<file path="src/rtl/icr_pkg.sv">
// Constants shared by the serial controller register block
package icr_pkg;
    // ------------------------------------------------------------
    // Special function register ports
    // ------------------------------------------------------------
    localparam logic [7:0] SFR_INDEX_ADDR = 8'h96;
    localparam logic [7:0] SFR_DATA_ADDR = 8'h97;
    localparam logic [7:0] ABORT_INDEX = 8'hff;
    // ------------------------------------------------------------
    // Internal register indices
    // ------------------------------------------------------------
    localparam logic [7:0] IDX_PRESCALE = 8'h00;
    localparam logic [7:0] IDX_TX = 8'h02;
    localparam logic [7:0] IDX_RX = 8'h03;
    localparam logic [7:0] IDX_CTRL = 8'h04;
    localparam logic [7:0] IDX_CMD = 8'h05;
    localparam logic [7:0] IDX_MSTAT = 8'h06;
    localparam logic [7:0] IDX_RSVD = 8'h07;
    localparam logic [7:0] IDX_SADDR = 8'h08;
    localparam logic [7:0] IDX_SSTAT = 8'h0a;
    // ------------------------------------------------------------
    // Reset values
    // ------------------------------------------------------------
    localparam logic [15:0] PRESCALE_RST = 16'hffff;
    localparam logic [7:0] TX_RST = 8'h00;
    localparam logic [7:0] RX_RST = 8'h00;
    localparam logic [7:0] CTRL_RST = 8'h00;
    localparam logic [7:0] SADDR_RST = 8'h00;
    // ------------------------------------------------------------
    // Control fields
    // ------------------------------------------------------------
    localparam int CTRL_MIRQ_EN = 0;
    localparam int CTRL_EN = 1;
    localparam int CTRL_SPEED = 2;
    localparam int CTRL_TEN_BIT = 3;
    localparam int CTRL_RELOAD = 4;
    localparam int CTRL_SIRQ_EN = 6;
    localparam int CTRL_ROLE = 7;
    localparam logic [7:0] CTRL_WMASK = 8'hdf;
    localparam int TX_DIR_BIT = 0;
    // ------------------------------------------------------------
    // Master status fields
    // ------------------------------------------------------------
    localparam int MST_TIP = 1;
    localparam int MST_RELOADING = 3;
    localparam int MST_BUSY = 6;
    localparam int MST_ACK = 7;
    // ------------------------------------------------------------
    // Timing
    // ------------------------------------------------------------
    localparam logic [2:0] SCL_PHASES = 3'h5;
    localparam logic [3:0] ACK_BIT = 4'h8;
    localparam logic [7:0] RELOAD_CYCLES = 8'h40;
    localparam int FIFO_DEPTH = 16;
endpackage

</file>
<file path="src/rtl/icr_ctrl.sv">
// Serial controller register block, FIFO and byte engine
// Notes on behaviour
// - SCL rate is system clock over five times prescale plus one.
// - Prescale is 16 bits, low byte then high byte, resets to all ones.
// - Transmit bit 0 is direction on address bytes, one means read.
// - Transmit register holds next byte sent; it is only sent in master role.
// - Receive register is read-only, last byte captured, resets to zero.
// - Control bit 0 gates master interrupts, only in master role.
// - Control bit 1 enables the byte engine and slave interrupts; speed, address width and reload ignore it.
// - Control bit 2 picks slave speed, one standard; ignored as master.
// - Control bit 3 picks ten-bit slave addressing; ignored as master.
// - Writing one to control bit 4 starts reload; hardware clears it.
// - Control bit 6 gates slave interrupts, only in slave role.
// - Control bit 7 selects role, one master, zero slave.
// - Index space places each register at its fixed index.
// - Reads go through index then data port, low byte first.
// - Writing all ones to index aborts a partial sequence.

module icr_fifo #(
    parameter int W = 8,
    parameter int D = 16
) (
    input wire logic core_clk,
    input wire logic nrst,
    input wire logic flush,
    input wire logic in_valid,
    input wire logic [W-1:0] in_data,
    output logic in_ready,
    output logic out_valid,
    output logic [W-1:0] out_data,
    input wire logic out_ready
);
    localparam int AW = $clog2(D);

    typedef struct packed {
        logic [D-1:0][W-1:0] mem;
        logic [AW-1:0] wp;
        logic [AW-1:0] rp;
        logic [AW:0] cnt;
    } icr_fifo_st_t;

    icr_fifo_st_t q;
    icr_fifo_st_t d;
    logic push;
    logic pop;

    function automatic logic [AW-1:0] next_ptr(input logic [AW-1:0] p);
        if (p == AW'(D - 1)) begin
            return '0;
        end
        return p + AW'(1);
    endfunction

    assign in_ready = q.cnt != (AW + 1)'(D);
    assign out_valid = q.cnt != '0;
    assign out_data = q.mem[q.rp];
    assign push = in_valid & in_ready;
    assign pop = out_valid & out_ready;

    always_comb begin
        d = q;
        if (push) begin
            d.mem[q.wp] = in_data;
            d.wp = next_ptr(q.wp);
        end
        if (pop) begin
            d.rp = next_ptr(q.rp);
        end
        d.cnt = q.cnt + (AW + 1)'(push) - (AW + 1)'(pop);
        // Abort drops every queued byte
        if (flush) begin
            d.wp = '0;
            d.rp = '0;
            d.cnt = '0;
        end
    end

    always_ff @(posedge core_clk or negedge nrst) begin
        if (!nrst) begin
            q <= '0;
        end else begin
            q <= d;
        end
    end
endmodule

module icr_ctrl #(
    parameter logic [7:0] RELOAD_LEN = icr_pkg::RELOAD_CYCLES,
    parameter int DEPTH = icr_pkg::FIFO_DEPTH
) (
    input wire logic core_clk,
    input wire logic nrst,
    input wire logic [7:0] sfr_addr,
    input wire logic sfr_wr,
    input wire logic sfr_rd,
    input wire logic [7:0] sfr_wdata,
    output logic [7:0] sfr_rdata,
    output logic sfr_wr_ready,
    input wire logic scl_i,
    output logic scl_o,
    output logic scl_oe_n,
    input wire logic sda_i,
    output logic sda_o,
    output logic sda_oe_n,
    input wire logic slave_event,
    output logic master_irq,
    output logic slave_irq,
    output logic slave_std_speed,
    output logic slave_ten_bit,
    output logic reload_busy
);
    typedef enum logic {ICR_IDLE, ICR_COMMIT} icr_cstate_t;

    typedef struct packed {
        icr_cstate_t cst;
        logic [7:0] index;
        logic rd_hi;
        logic wr_hi;
        logic [7:0] rdata;
        logic [15:0] prescale;
        logic [7:0] tx;
        logic [7:0] rx;
        logic [7:0] ctrl;
        logic [7:0] saddr;
        logic [7:0] reload_cnt;
        logic busy;
        logic ack;
        logic [15:0] div;
        logic [2:0] phase;
        logic [3:0] bitn;
        logic [7:0] shift;
        logic scl_rel;
        logic sda_rel;
        logic scl_s1;
        logic scl_s2;
        logic sda_s1;
        logic sda_s2;
        logic mirq;
        logic sirq;
    } icr_st_t;

    icr_st_t q;
    icr_st_t d;
    logic idx_wr;
    logic data_wr;
    logic abort;
    logic f_valid;
    logic f_ready;
    logic [7:0] f_data;
    logic en;
    logic master;

    // ------------------------------------------------------------
    // Register read view
    // ------------------------------------------------------------
    function automatic logic [7:0] read_byte(input icr_st_t s,
                                             input logic hi);
        logic [7:0] st;
        st = '0;
        st[icr_pkg::MST_TIP] = s.busy;
        st[icr_pkg::MST_RELOADING] = s.ctrl[icr_pkg::CTRL_RELOAD];
        st[icr_pkg::MST_BUSY] = s.busy;
        st[icr_pkg::MST_ACK] = s.ack;
        if (hi) begin
            // Only the prescaler is two bytes wide
            return (s.index == icr_pkg::IDX_PRESCALE) ?
                s.prescale[15:8] : 8'h00;
        end
        case (s.index)
            icr_pkg::IDX_PRESCALE: return s.prescale[7:0];
            icr_pkg::IDX_TX: return s.tx;
            icr_pkg::IDX_RX: return s.rx;
            icr_pkg::IDX_CTRL: return s.ctrl;
            icr_pkg::IDX_MSTAT: return st;
            icr_pkg::IDX_SADDR: return s.saddr;
            default: return 8'h00;
        endcase
    endfunction

    assign idx_wr = sfr_wr && sfr_addr == icr_pkg::SFR_INDEX_ADDR;
    assign data_wr = sfr_wr && sfr_addr == icr_pkg::SFR_DATA_ADDR;
    assign abort = idx_wr && sfr_wdata == icr_pkg::ABORT_INDEX;
    assign f_ready = q.cst == ICR_COMMIT;
    assign en = q.ctrl[icr_pkg::CTRL_EN];
    // role bit picks master or slave
    assign master = q.ctrl[icr_pkg::CTRL_ROLE];

    // Data bytes wait here until the index write commits them
    icr_fifo #(
        .W(8),
        .D(DEPTH)
    ) u_fifo (
        .core_clk(core_clk),
        .nrst(nrst),
        .flush(abort),
        .in_valid(data_wr),
        .in_data(sfr_wdata),
        .in_ready(sfr_wr_ready),
        .out_valid(f_valid),
        .out_data(f_data),
        .out_ready(f_ready)
    );

    localparam logic [2:0] SCL_LAST = icr_pkg::SCL_PHASES - 3'h1;
    always_comb begin
        d = q;
        d.mirq = 1'b0;
        d.sirq = 1'b0;
        // Pins pass two flops before any logic looks at them
        d.scl_s1 = scl_i;
        d.scl_s2 = q.scl_s1;
        d.sda_s1 = sda_i;
        d.sda_s2 = q.sda_s1;

        // --------------------------------------------------------
        // Indirect access sequencing
        // --------------------------------------------------------
        // data port read, low byte first
        if (sfr_rd && sfr_addr == icr_pkg::SFR_DATA_ADDR) begin
            d.rdata = read_byte(q, q.rd_hi);
            d.rd_hi = 1'b1;
        end else if (sfr_rd) begin
            d.rdata = 8'h00;
        end
        // abort drops queue and byte position
        if (abort) begin
            d.cst = ICR_IDLE;
            d.index = icr_pkg::ABORT_INDEX;
            d.rd_hi = 1'b0;
        end else if (idx_wr && q.cst == ICR_IDLE) begin
            d.index = sfr_wdata;
            d.rd_hi = 1'b0;
            d.wr_hi = 1'b0;
            // queued bytes are committed by the index write
            if (f_valid) begin
                d.cst = ICR_COMMIT;
            end
        end

        // --------------------------------------------------------
        // Boot reload timer
        // --------------------------------------------------------
        // hardware clears the reload bit when done
        if (q.reload_cnt != 8'h00) begin
            d.reload_cnt = q.reload_cnt - 8'h01;
            if (q.reload_cnt == 8'h01) begin
                d.ctrl[icr_pkg::CTRL_RELOAD] = 1'b0;
            end
        end

        // --------------------------------------------------------
        // Byte engine
        // --------------------------------------------------------
        if (q.busy) begin
            // Stretch: end of phase 3 waits out the sync lag on SCL
            if (q.phase == 3'h3 && q.div == q.prescale && !q.scl_s2) begin
                d.div = q.div;
            end else if (q.div == q.prescale) begin
                d.div = 16'h0000;
                // five phases of prescale plus one cycles each
                d.phase = (q.phase == SCL_LAST) ? 3'h0 :
                    q.phase + 3'h1;
                if (q.phase == 3'h3) begin
                    d.shift = {q.shift[6:0], q.sda_s2};
                    if (q.bitn == icr_pkg::ACK_BIT) begin
                        d.ack = !q.sda_s2;
                        d.shift = q.shift;
                    end
                end
                if (q.phase == SCL_LAST) begin
                    if (q.bitn == icr_pkg::ACK_BIT) begin
                        d.busy = 1'b0;
                        d.rx = q.shift;
                        // master events only in master role
                        d.mirq = q.ctrl[icr_pkg::CTRL_MIRQ_EN] & master;
                    end else begin
                        d.bitn = q.bitn + 4'h1;
                    end
                end
            end else begin
                d.div = q.div + 16'h0001;
            end
            d.scl_rel = d.busy ? (d.phase >= 3'h2) : 1'b1;
            if (!d.busy || d.bitn == icr_pkg::ACK_BIT) begin
                d.sda_rel = 1'b1;
            end else if (d.phase == 3'h0) begin
                d.sda_rel = d.shift[7];
            end
        end

        // slave events only in slave role
        d.sirq = slave_event & en & !master &
            q.ctrl[icr_pkg::CTRL_SIRQ_EN];

        // --------------------------------------------------------
        // Commit of queued bytes
        // --------------------------------------------------------
        if (q.cst == ICR_COMMIT) begin
            if (!f_valid) begin
                d.cst = ICR_IDLE;
            end else begin
                d.wr_hi = 1'b1;
                case (q.index)
                    icr_pkg::IDX_PRESCALE: begin
                        // low byte first, then high byte
                        if (q.wr_hi) begin
                            d.prescale[15:8] = f_data;
                        end else begin
                            d.prescale[7:0] = f_data;
                        end
                    end
                    icr_pkg::IDX_TX: begin
                        if (!q.wr_hi) begin
                            d.tx = f_data;
                        end
                    end
                    icr_pkg::IDX_CTRL: begin
                        if (!q.wr_hi) begin
                            d.ctrl = f_data & icr_pkg::CTRL_WMASK;
                            // a written one wins over the clear
                            if (f_data[icr_pkg::CTRL_RELOAD]) begin
                                d.reload_cnt = RELOAD_LEN;
                            end else begin
                                d.ctrl[icr_pkg::CTRL_RELOAD] =
                                    q.ctrl[icr_pkg::CTRL_RELOAD] &&
                                    d.reload_cnt != 8'h00;
                            end
                        end
                    end
                    icr_pkg::IDX_SADDR: begin
                        if (!q.wr_hi) begin
                            d.saddr = f_data;
                        end
                    end
                    default: begin
                    end
                endcase
                // address byte goes out with its direction bit
                if (q.index == icr_pkg::IDX_TX && !q.wr_hi &&
                    en && master && !q.busy) begin
                    d.busy = 1'b1;
                    d.div = 16'h0000;
                    d.phase = 3'h0;
                    d.bitn = 4'h0;
                    d.shift = f_data;
                    d.scl_rel = 1'b0;
                    d.sda_rel = f_data[7];
                end
            end
        end

        // disabled controller releases lines and idles
        if (!d.ctrl[icr_pkg::CTRL_EN] || !d.ctrl[icr_pkg::CTRL_ROLE]) begin
            d.busy = 1'b0;
            d.div = 16'h0000;
            d.phase = 3'h0;
            d.bitn = 4'h0;
            d.scl_rel = 1'b1;
            d.sda_rel = 1'b1;
        end
    end

    always_ff @(posedge core_clk or negedge nrst) begin
        if (!nrst) begin
            q <= '0;
            q.cst <= ICR_IDLE;
            q.index <= icr_pkg::IDX_PRESCALE;
            q.prescale <= icr_pkg::PRESCALE_RST;
            q.tx <= icr_pkg::TX_RST;
            q.rx <= icr_pkg::RX_RST;
            q.ctrl <= icr_pkg::CTRL_RST;
            q.saddr <= icr_pkg::SADDR_RST;
            q.scl_rel <= 1'b1;
            q.sda_rel <= 1'b1;
            q.scl_s1 <= 1'b1;
            q.scl_s2 <= 1'b1;
            q.sda_s1 <= 1'b1;
            q.sda_s2 <= 1'b1;
        end else begin
            q <= d;
        end
    end

    // ------------------------------------------------------------
    // Outputs
    // ------------------------------------------------------------
    // Open drain: value is always low, enable low means pulling
    assign scl_o = 1'b0;
    assign sda_o = 1'b0;
    assign scl_oe_n = q.scl_rel;
    assign sda_oe_n = q.sda_rel;
    assign sfr_rdata = q.rdata;
    assign master_irq = q.mirq;
    assign slave_irq = q.sirq;
    // speed select only seen in slave role
    assign slave_std_speed = q.ctrl[icr_pkg::CTRL_SPEED] & ~master;
    // address width only seen in slave role
    assign slave_ten_bit = q.ctrl[icr_pkg::CTRL_TEN_BIT] & ~master;
    assign reload_busy = q.ctrl[icr_pkg::CTRL_RELOAD];
endmodule

</file>
<file path="config.mk">
export PLATFORM = sky130hd
export DESIGN_NAME = icr_ctrl
export DESIGN_NICKNAME = d
export VERILOG_FILES = /design/src/rtl/icr_pkg.sv /design/src/rtl/icr_ctrl.sv
export SDC_FILE = /design/constraint.sdc
export NUM_CORES = 1
export LEC_CHECK = 0
export BUFFER_PORTS_ARGS = -buffer_cell sky130_fd_sc_hd__buf_2
export CORE_MARGIN = 4
export CORE_UTILIZATION = 42
export CTS_CLUSTER_SIZE = 28
export DETAILED_ROUTE_END_ITERATION = 7
export REMOVE_ABC_BUFFERS = 1
export SYNTH_ARGS = -nofsm -noshare
export SYNTH_HDL_FRONTEND = slang
export SYNTH_HIERARCHICAL = 1
export SYNTH_SLANG_ARGS = --single-unit
</file>
<file path="constraint.sdc">
create_clock -name core_clk -period 4.2 [get_ports core_clk]
set_clock_uncertainty 0.15 [all_clocks]
set_input_delay 1.26 -clock core_clk [delete_from_list [all_inputs] [get_ports core_clk]]
set_output_delay 1.26 -clock core_clk [all_outputs]
set_load 0.01 [all_outputs]
</file>
-- Yosys cells after proc, flatten, opt, wreduce, memory -nomap -nowiden
Index checks and enable logic that the tools add are counted.
- register bits after elaboration: 256
- logic and storage cells: 210
- $add $sub $neg: 8
- equal/unequal tests: 21
- $lt $le $gt $ge: 4
- multiplexer cells: 79
- bitwise logic cells: 12
- reductions and logical operators: 40
- operators by type and width (kind ; number):
    $mux 8 ; 17
    $bwmux 128 ; 1
    $mux 33 ; 3
    $mux 25 ; 2
    $pmux 8 s6 ; 1
    $mux 15 ; 3
    $mux 35 ; 1
    $bmux 8 s4 ; 1
    $demux 8 s4 ; 1
    $mux 16 ; 2
    $mux 4 ; 8
    $mux 1 ; 30
    $eq 8x8->1 const B ; 3
    $mux 23 ; 1
    $reduce_and 4->1 ; 5
    $add 16x1->16 const B ; 1
    $eq 16x16->1 ; 1
    $eq 4x4->1 const B ; 4
    $eq 8x2->1 const B ; 2
    $eq 8x3->1 const B ; 2
    $reduce_bool 8->1 ; 2
    $logic_and 1x1->1 ; 13
    $mux 13 ; 1
    $add 4x1->4 const B ; 3
    other kinds (28) ; 56

-- Logic depth before layout (Yosys ltp)
- depth in word-level cells: 16
- depth in mapped cells: 15
- gate-level depth less buffers: 13

-- Hierarchy
Netlist, hierarchy kept.
- modules (own cells, without submodules) (module ; area each (µm²) ; times used ; cells each):
    icr_fifo ; 7040.5 ; 1 ; 477
    icr_ctrl ; 5959.5 ; 1 ; 585

-- Least setup slack after synthesis
No wires, ideal clock.
- path type: input to register
- start point: in sfr_addr[5]
- end point: reg u_fifo/q[4] in the netlist's numbering
- cell stages on the path: 15
- slack: 0.095 ns
- path buffers: 2
- arrival time: 3.878 ns
- setup time: 0.077 ns
- path through: nor4bb_1 > and4b_1 > and3_1 > and2_4 > buf_6 > buf_8 > inv_1 > ha_1 > inv_1 > ha_1 > fa_1 > a21oi_1 > nor2_1 > or3_1 > a21oi_1
- RTL lines (item ; line ; source):
    from (decl) ; icr_ctrl.sv:93 ; input wire logic [7:0] sfr_addr,
    to (signal assigned) ; icr_ctrl.sv:80 ; q <= '0;
    to (signal assigned) ; icr_ctrl.sv:82 ; q <= d;
    to (decl) ; icr_ctrl.sv:42 ; icr_fifo_st_t q;

==> impl_metrics.json <==
{
  "synthToLayoutAreaGrowth_pct": 12.6,
  "finalHoldViolations": 0,
  "fin_ws_ns": 0.570,
  "kind_of_path_behind_the_tightest_hold_check": "reg2reg",
  "pwr_density_cell_nw_per_um2": 502,
  "last_weighted_congestion_value_of_the_routability_driven_placer": 0.812,
  "final-instance-count-excl-fill": 1514,
  "run_status": "finished, final reports clean",
  "die_width_um": 184,
  "max_clock_freq_mhz": 275,
  "critical_path_cell_count": 14,
  "critical_path_s_largest_stage_delay_ns": 0.42,
  "vias_per_cell": 5.59,
  "ctsLongestPathBuffers": 3,
  "critical_path.startpoint_type": "primary input",
  "detailedRoute.firstIterationViolations": 571,
  "detailedPlacementHpwl_um": 20300,
  "worstHoldEndpoint": "q[2]",
  "initial_core_util": 0.425,
  "critPathKind": "in2reg",
  "htreeDepth": 1,
  "io_buffer_count": 38,
  "num_io_pins": 41,
  "fin_tns_setup_ns": 0,
  "post_synth_fa_ha_maj_area_fraction": 0.0208,
  "global_route.usage.total": 0.178,
  "final_layout_size_suffix_gt1_frac": 0.323,
  "num-nets-final": 1140,
  "cts.sink_count": 256,
  "finalInstanceArea_um2": 14600,
  "dominantRegCellSynth": "sky130_fd_sc_hd__dfrtp_1",
  "number_of_global_route_vias_before_repair": 8633,
  "worstMarginPinSlew_ns": 0.853,
  "timing.reg2reg.setup_slack_ns": 0.92,
  "worstRegToRegCells": 12,
  "pin_count_of_the_biggest_net_entering_global_routing": 69,
  "leak_pwr_nw": 6.85,
  "max-slew-margin-rel": 0.429,
  "whs_path_depth": 0,
  "fp.dieH_um": 184,
  "worstPathArrival_ns": 3.94,
  "power.ir.vdd_worst_v": 0.000319,
  "drc_errors": 0,
  "crit_start": "sfr_addr[5]",
  "firstDrtPassIters": 5,
  "post_cts_resized": 0,
  "max_cap_viol_count": 0,
  "insertion_delay_ns": 0.56,
  "grt_setup_unrepaired": "false",
  "gr-total-overflow": 0,
  "post-place-cells": 1460,
  "cts_setup_buffers": 0,
  "synth_compound_area_frac": 0.0681,
  "postSynthCellCount": 1062,
  "required_ns": 4.51,
  "critical_path.top_delay_family": "simple AND/OR/NAND/NOR gates",
  "route.vias.total": 8468,
  "cts_tree": "done",
  "antenna_cells": 0,
  "async_flop_share": 1.00,
  "worst-path-max-fanout": 3,
  "synthSimpleGateAreaFrac": 0.122,
  "timing.rr.start": "u_fifo/q[2]",
  "totalPowerFinal_mw": 7.35,
  "finalSetupViolCount": 0,
  "path_buf_inv": 3,
  "hold_path.startpoint": "d[2]",
  "synth_xor_xnor_area_share": 0.0276,
  "wire_length_of_the_first_global_routing_pass_um": 48700,
  "critical_path.reg2reg.endpoint": "u_fifo/q[4]",
  "synth_area_per_cell_um2": 12.2,
  "drt-wirelength-per-cell_um": 19.8,
  "cts_buf_count": 30,
  "sequence_of_cells_on_the_critical_path": "buf_2 > nor4bb_1 > and4b_1 > and3_1 > and2_4 > inv_1 > ha_1 > inv_1 > ha_1 > fa_1 > a21oi_1 > nor2_1 > or3_1 > a21oi_1",
  "ys_ff_latch": 256,
  "pre_cts_ws_ns": 0.0211,
  "placement_rows": 64,
  "initial_antenna_violation_count": 0,
  "die_area_um2": 33800,
  "worst_path_max_delay_cell": "sky130_fd_sc_hd__fa_1",
  "yosysSeqAreaShare": 0.495,
  "antenna_violating_nets_post_route": 0,
  "period_minus_slack_ns": 3.63,
  "cts_hold_buffers": 0,
  "timing_max_transition_violations_final": 0,
  "seqCellArea_um2": 6430,
  "synth_area_um2": 13000,
  "ys.warnings.count": 6,
  "placed_area_um2": 13600,
  "synth.area.mux_share": 0.228,
  "clkTransAtPathRegs_ns": 0.05,
  "critPathCaptureType": "flip-flop",
  "area_taken_by_multi_input_logic_gates_um2": 6070,
  "wirelength_um": 30000,
  "final_min_period_over_clock_period": 0.864,
  "dominant_combinational_cell_family_by_area_after_synthesis": "multiplexers",
  "cts-root-buf": "sky130_fd_sc_hd__clkbuf_16",
  "synth_edf_count": 0,
  "yosysUniqueCellTypes": 74,
  "nFillCells": 2805,
  "core_area_um2": 30600
}
sequential cells by signal, indices dropped and copies added (netlist names):
| signal | count |
|---|---|
| en | 1 |
| f_ready | 1 |
| reload_busy | 1 |
| sda_oe_n | 1 |
| scl_oe_n | 1 |
| u_fifo/q | 141 |
| sfr_rdata | 8 |
| d | 2 |
| master | 1 |
| master_irq | 1 |
| slave_irq | 1 |
| q | 97 |
worst register-to-register path, stage by stage, from the launching register on:
cell and delay [ns]:
sky130_fd_sc_hd__dfrtp_1 0.38, sky130_fd_sc_hd__inv_1 0.09, sky130_fd_sc_hd__ha_1 0.21, sky130_fd_sc_hd__or4b_4 0.52, sky130_fd_sc_hd__and2_4 0.22, sky130_fd_sc_hd__ha_1 0.28, sky130_fd_sc_hd__inv_1 0.04, sky130_fd_sc_hd__ha_1 0.20
sky130_fd_sc_hd__fa_1 0.42, sky130_fd_sc_hd__a21oi_1 0.15, sky130_fd_sc_hd__nor2_1 0.06, sky130_fd_sc_hd__or3_1 0.34, sky130_fd_sc_hd__a21oi_1 0.15
power breakdown:
group / leakage [nW] / switching [mW] / internal (mW)
clock network: 0.526 / 1.04 / 1.70
registers: 3.45 / 0.239 / 2.65
logic: 2.88 / 1.05 / 0.670
total: 6.85 / 2.33 / 5.02
worst max path at each step:
stage | end
after floorplan | u_fifo/q[4]
after global placement | u_fifo/q[4]
after detailed placement | u_fifo/q[4]
after CTS | u_fifo/q[4]
after global routing | u_fifo/q[4]
final | u_fifo/q[4]
through the flow:
stage               hold slack [ns]   util
finish                        0.206  0.479
global route                  0.209  0.479
CTS                           0.207  0.479
detailed placement            0.199  0.444
global placement              0.196  0.444
floorplan                     0.195      -
placed cells by master, fill, tap and decap left out, drive strengths merged, types with 7 or more instances in the layout:
| master | n |
|---|---|
| mux2i | 51 |
| mux4 | 17 |
| buf | 66 |
| and2 | 9 |
| ha | 20 |
| xor2 | 22 |
| dfstp | 22 |
| nor2b | 15 |
| dfrtp | 234 |
| nor4 | 10 |
| clkbuf | 44 |
| o211ai | 9 |
| nand2 | 85 |
| inv | 32 |
| nor2 | 55 |
| nand4 | 13 |
| nand2b | 7 |
| a22oi | 11 |
| nor3 | 14 |
| a31oi | 10 |
| mux2 | 176 |
| nand3 | 31 |
| a21oi | 25 |
| a221oi | 15 |
| o21ai | 34 |
| xnor2 | 19 |
final cells by class:
type / count / share of cell area
Timing Repair Buffer: 66 / 0.0315
Tap cell: 396 / 0.0338
Clock inverter: 10 / 0.00940
Sequential cell: 256 / 0.440
Clock buffer: 44 / 0.0632
Multi-Input combinational cell: 712 / 0.415
Inverter: 30 / 0.00769
synth_stat cells, types with 8 or more instances:
master                     instances  area, µm²
sky130_fd_sc_hd__inv_1            30        113
sky130_fd_sc_hd__nand4_1          13       81.3
sky130_fd_sc_hd__dfstp_2          22        578
sky130_fd_sc_hd__a31oi_1           9       56.3
sky130_fd_sc_hd__nor4_1           10       62.6
sky130_fd_sc_hd__buf_2             8       40.0
sky130_fd_sc_hd__mux2i_1          51        510
sky130_fd_sc_hd__nor3_1           13       65.1
sky130_fd_sc_hd__nand3_4          15        263
sky130_fd_sc_hd__a21oi_1          25        125
sky130_fd_sc_hd__a22oi_1          11       82.6
sky130_fd_sc_hd__nor2b_1          15       93.8
sky130_fd_sc_hd__mux2_4           24        360
sky130_fd_sc_hd__buf_4            15        113
sky130_fd_sc_hd__o21ai_0          32        160
sky130_fd_sc_hd__xnor2_1          19        166
sky130_fd_sc_hd__o211ai_1          9       67.6
sky130_fd_sc_hd__dfrtp_1         234       5860
sky130_fd_sc_hd__clkbuf_1         32        120
sky130_fd_sc_hd__mux4_2           17        383
sky130_fd_sc_hd__ha_1             20        250
sky130_fd_sc_hd__nand3_1          15       75.1
sky130_fd_sc_hd__nand2_1          85        319
sky130_fd_sc_hd__xor2_1           22        193
sky130_fd_sc_hd__a221oi_1         15        131
sky130_fd_sc_hd__mux2_2          152       1710
sky130_fd_sc_hd__nor2_1           54        203
layer usage:
layer / vias up / track usage / part of all wire
met5: - / 0 / 0
met4: 0 / 0.0328 / 0.015
met3: 36 / 0.0315 / 0.047
met2: 156 / 0.282 / 0.47
met1: 4390 / 0.261 / 0.47
li1: 3886 / - / -
logic make-up after synthesis:
kind of cell	after synthesis
AO/OA/AOI/OAI	132
XOR/XNOR	41
adder cells (fa/ha/maj)	21
buffers and inverters	95
flip-flops	256
multiplexers	244
other	1
AND/OR/NAND/NOR	272
Note: power is estimated with default switching activity, not from simulation.
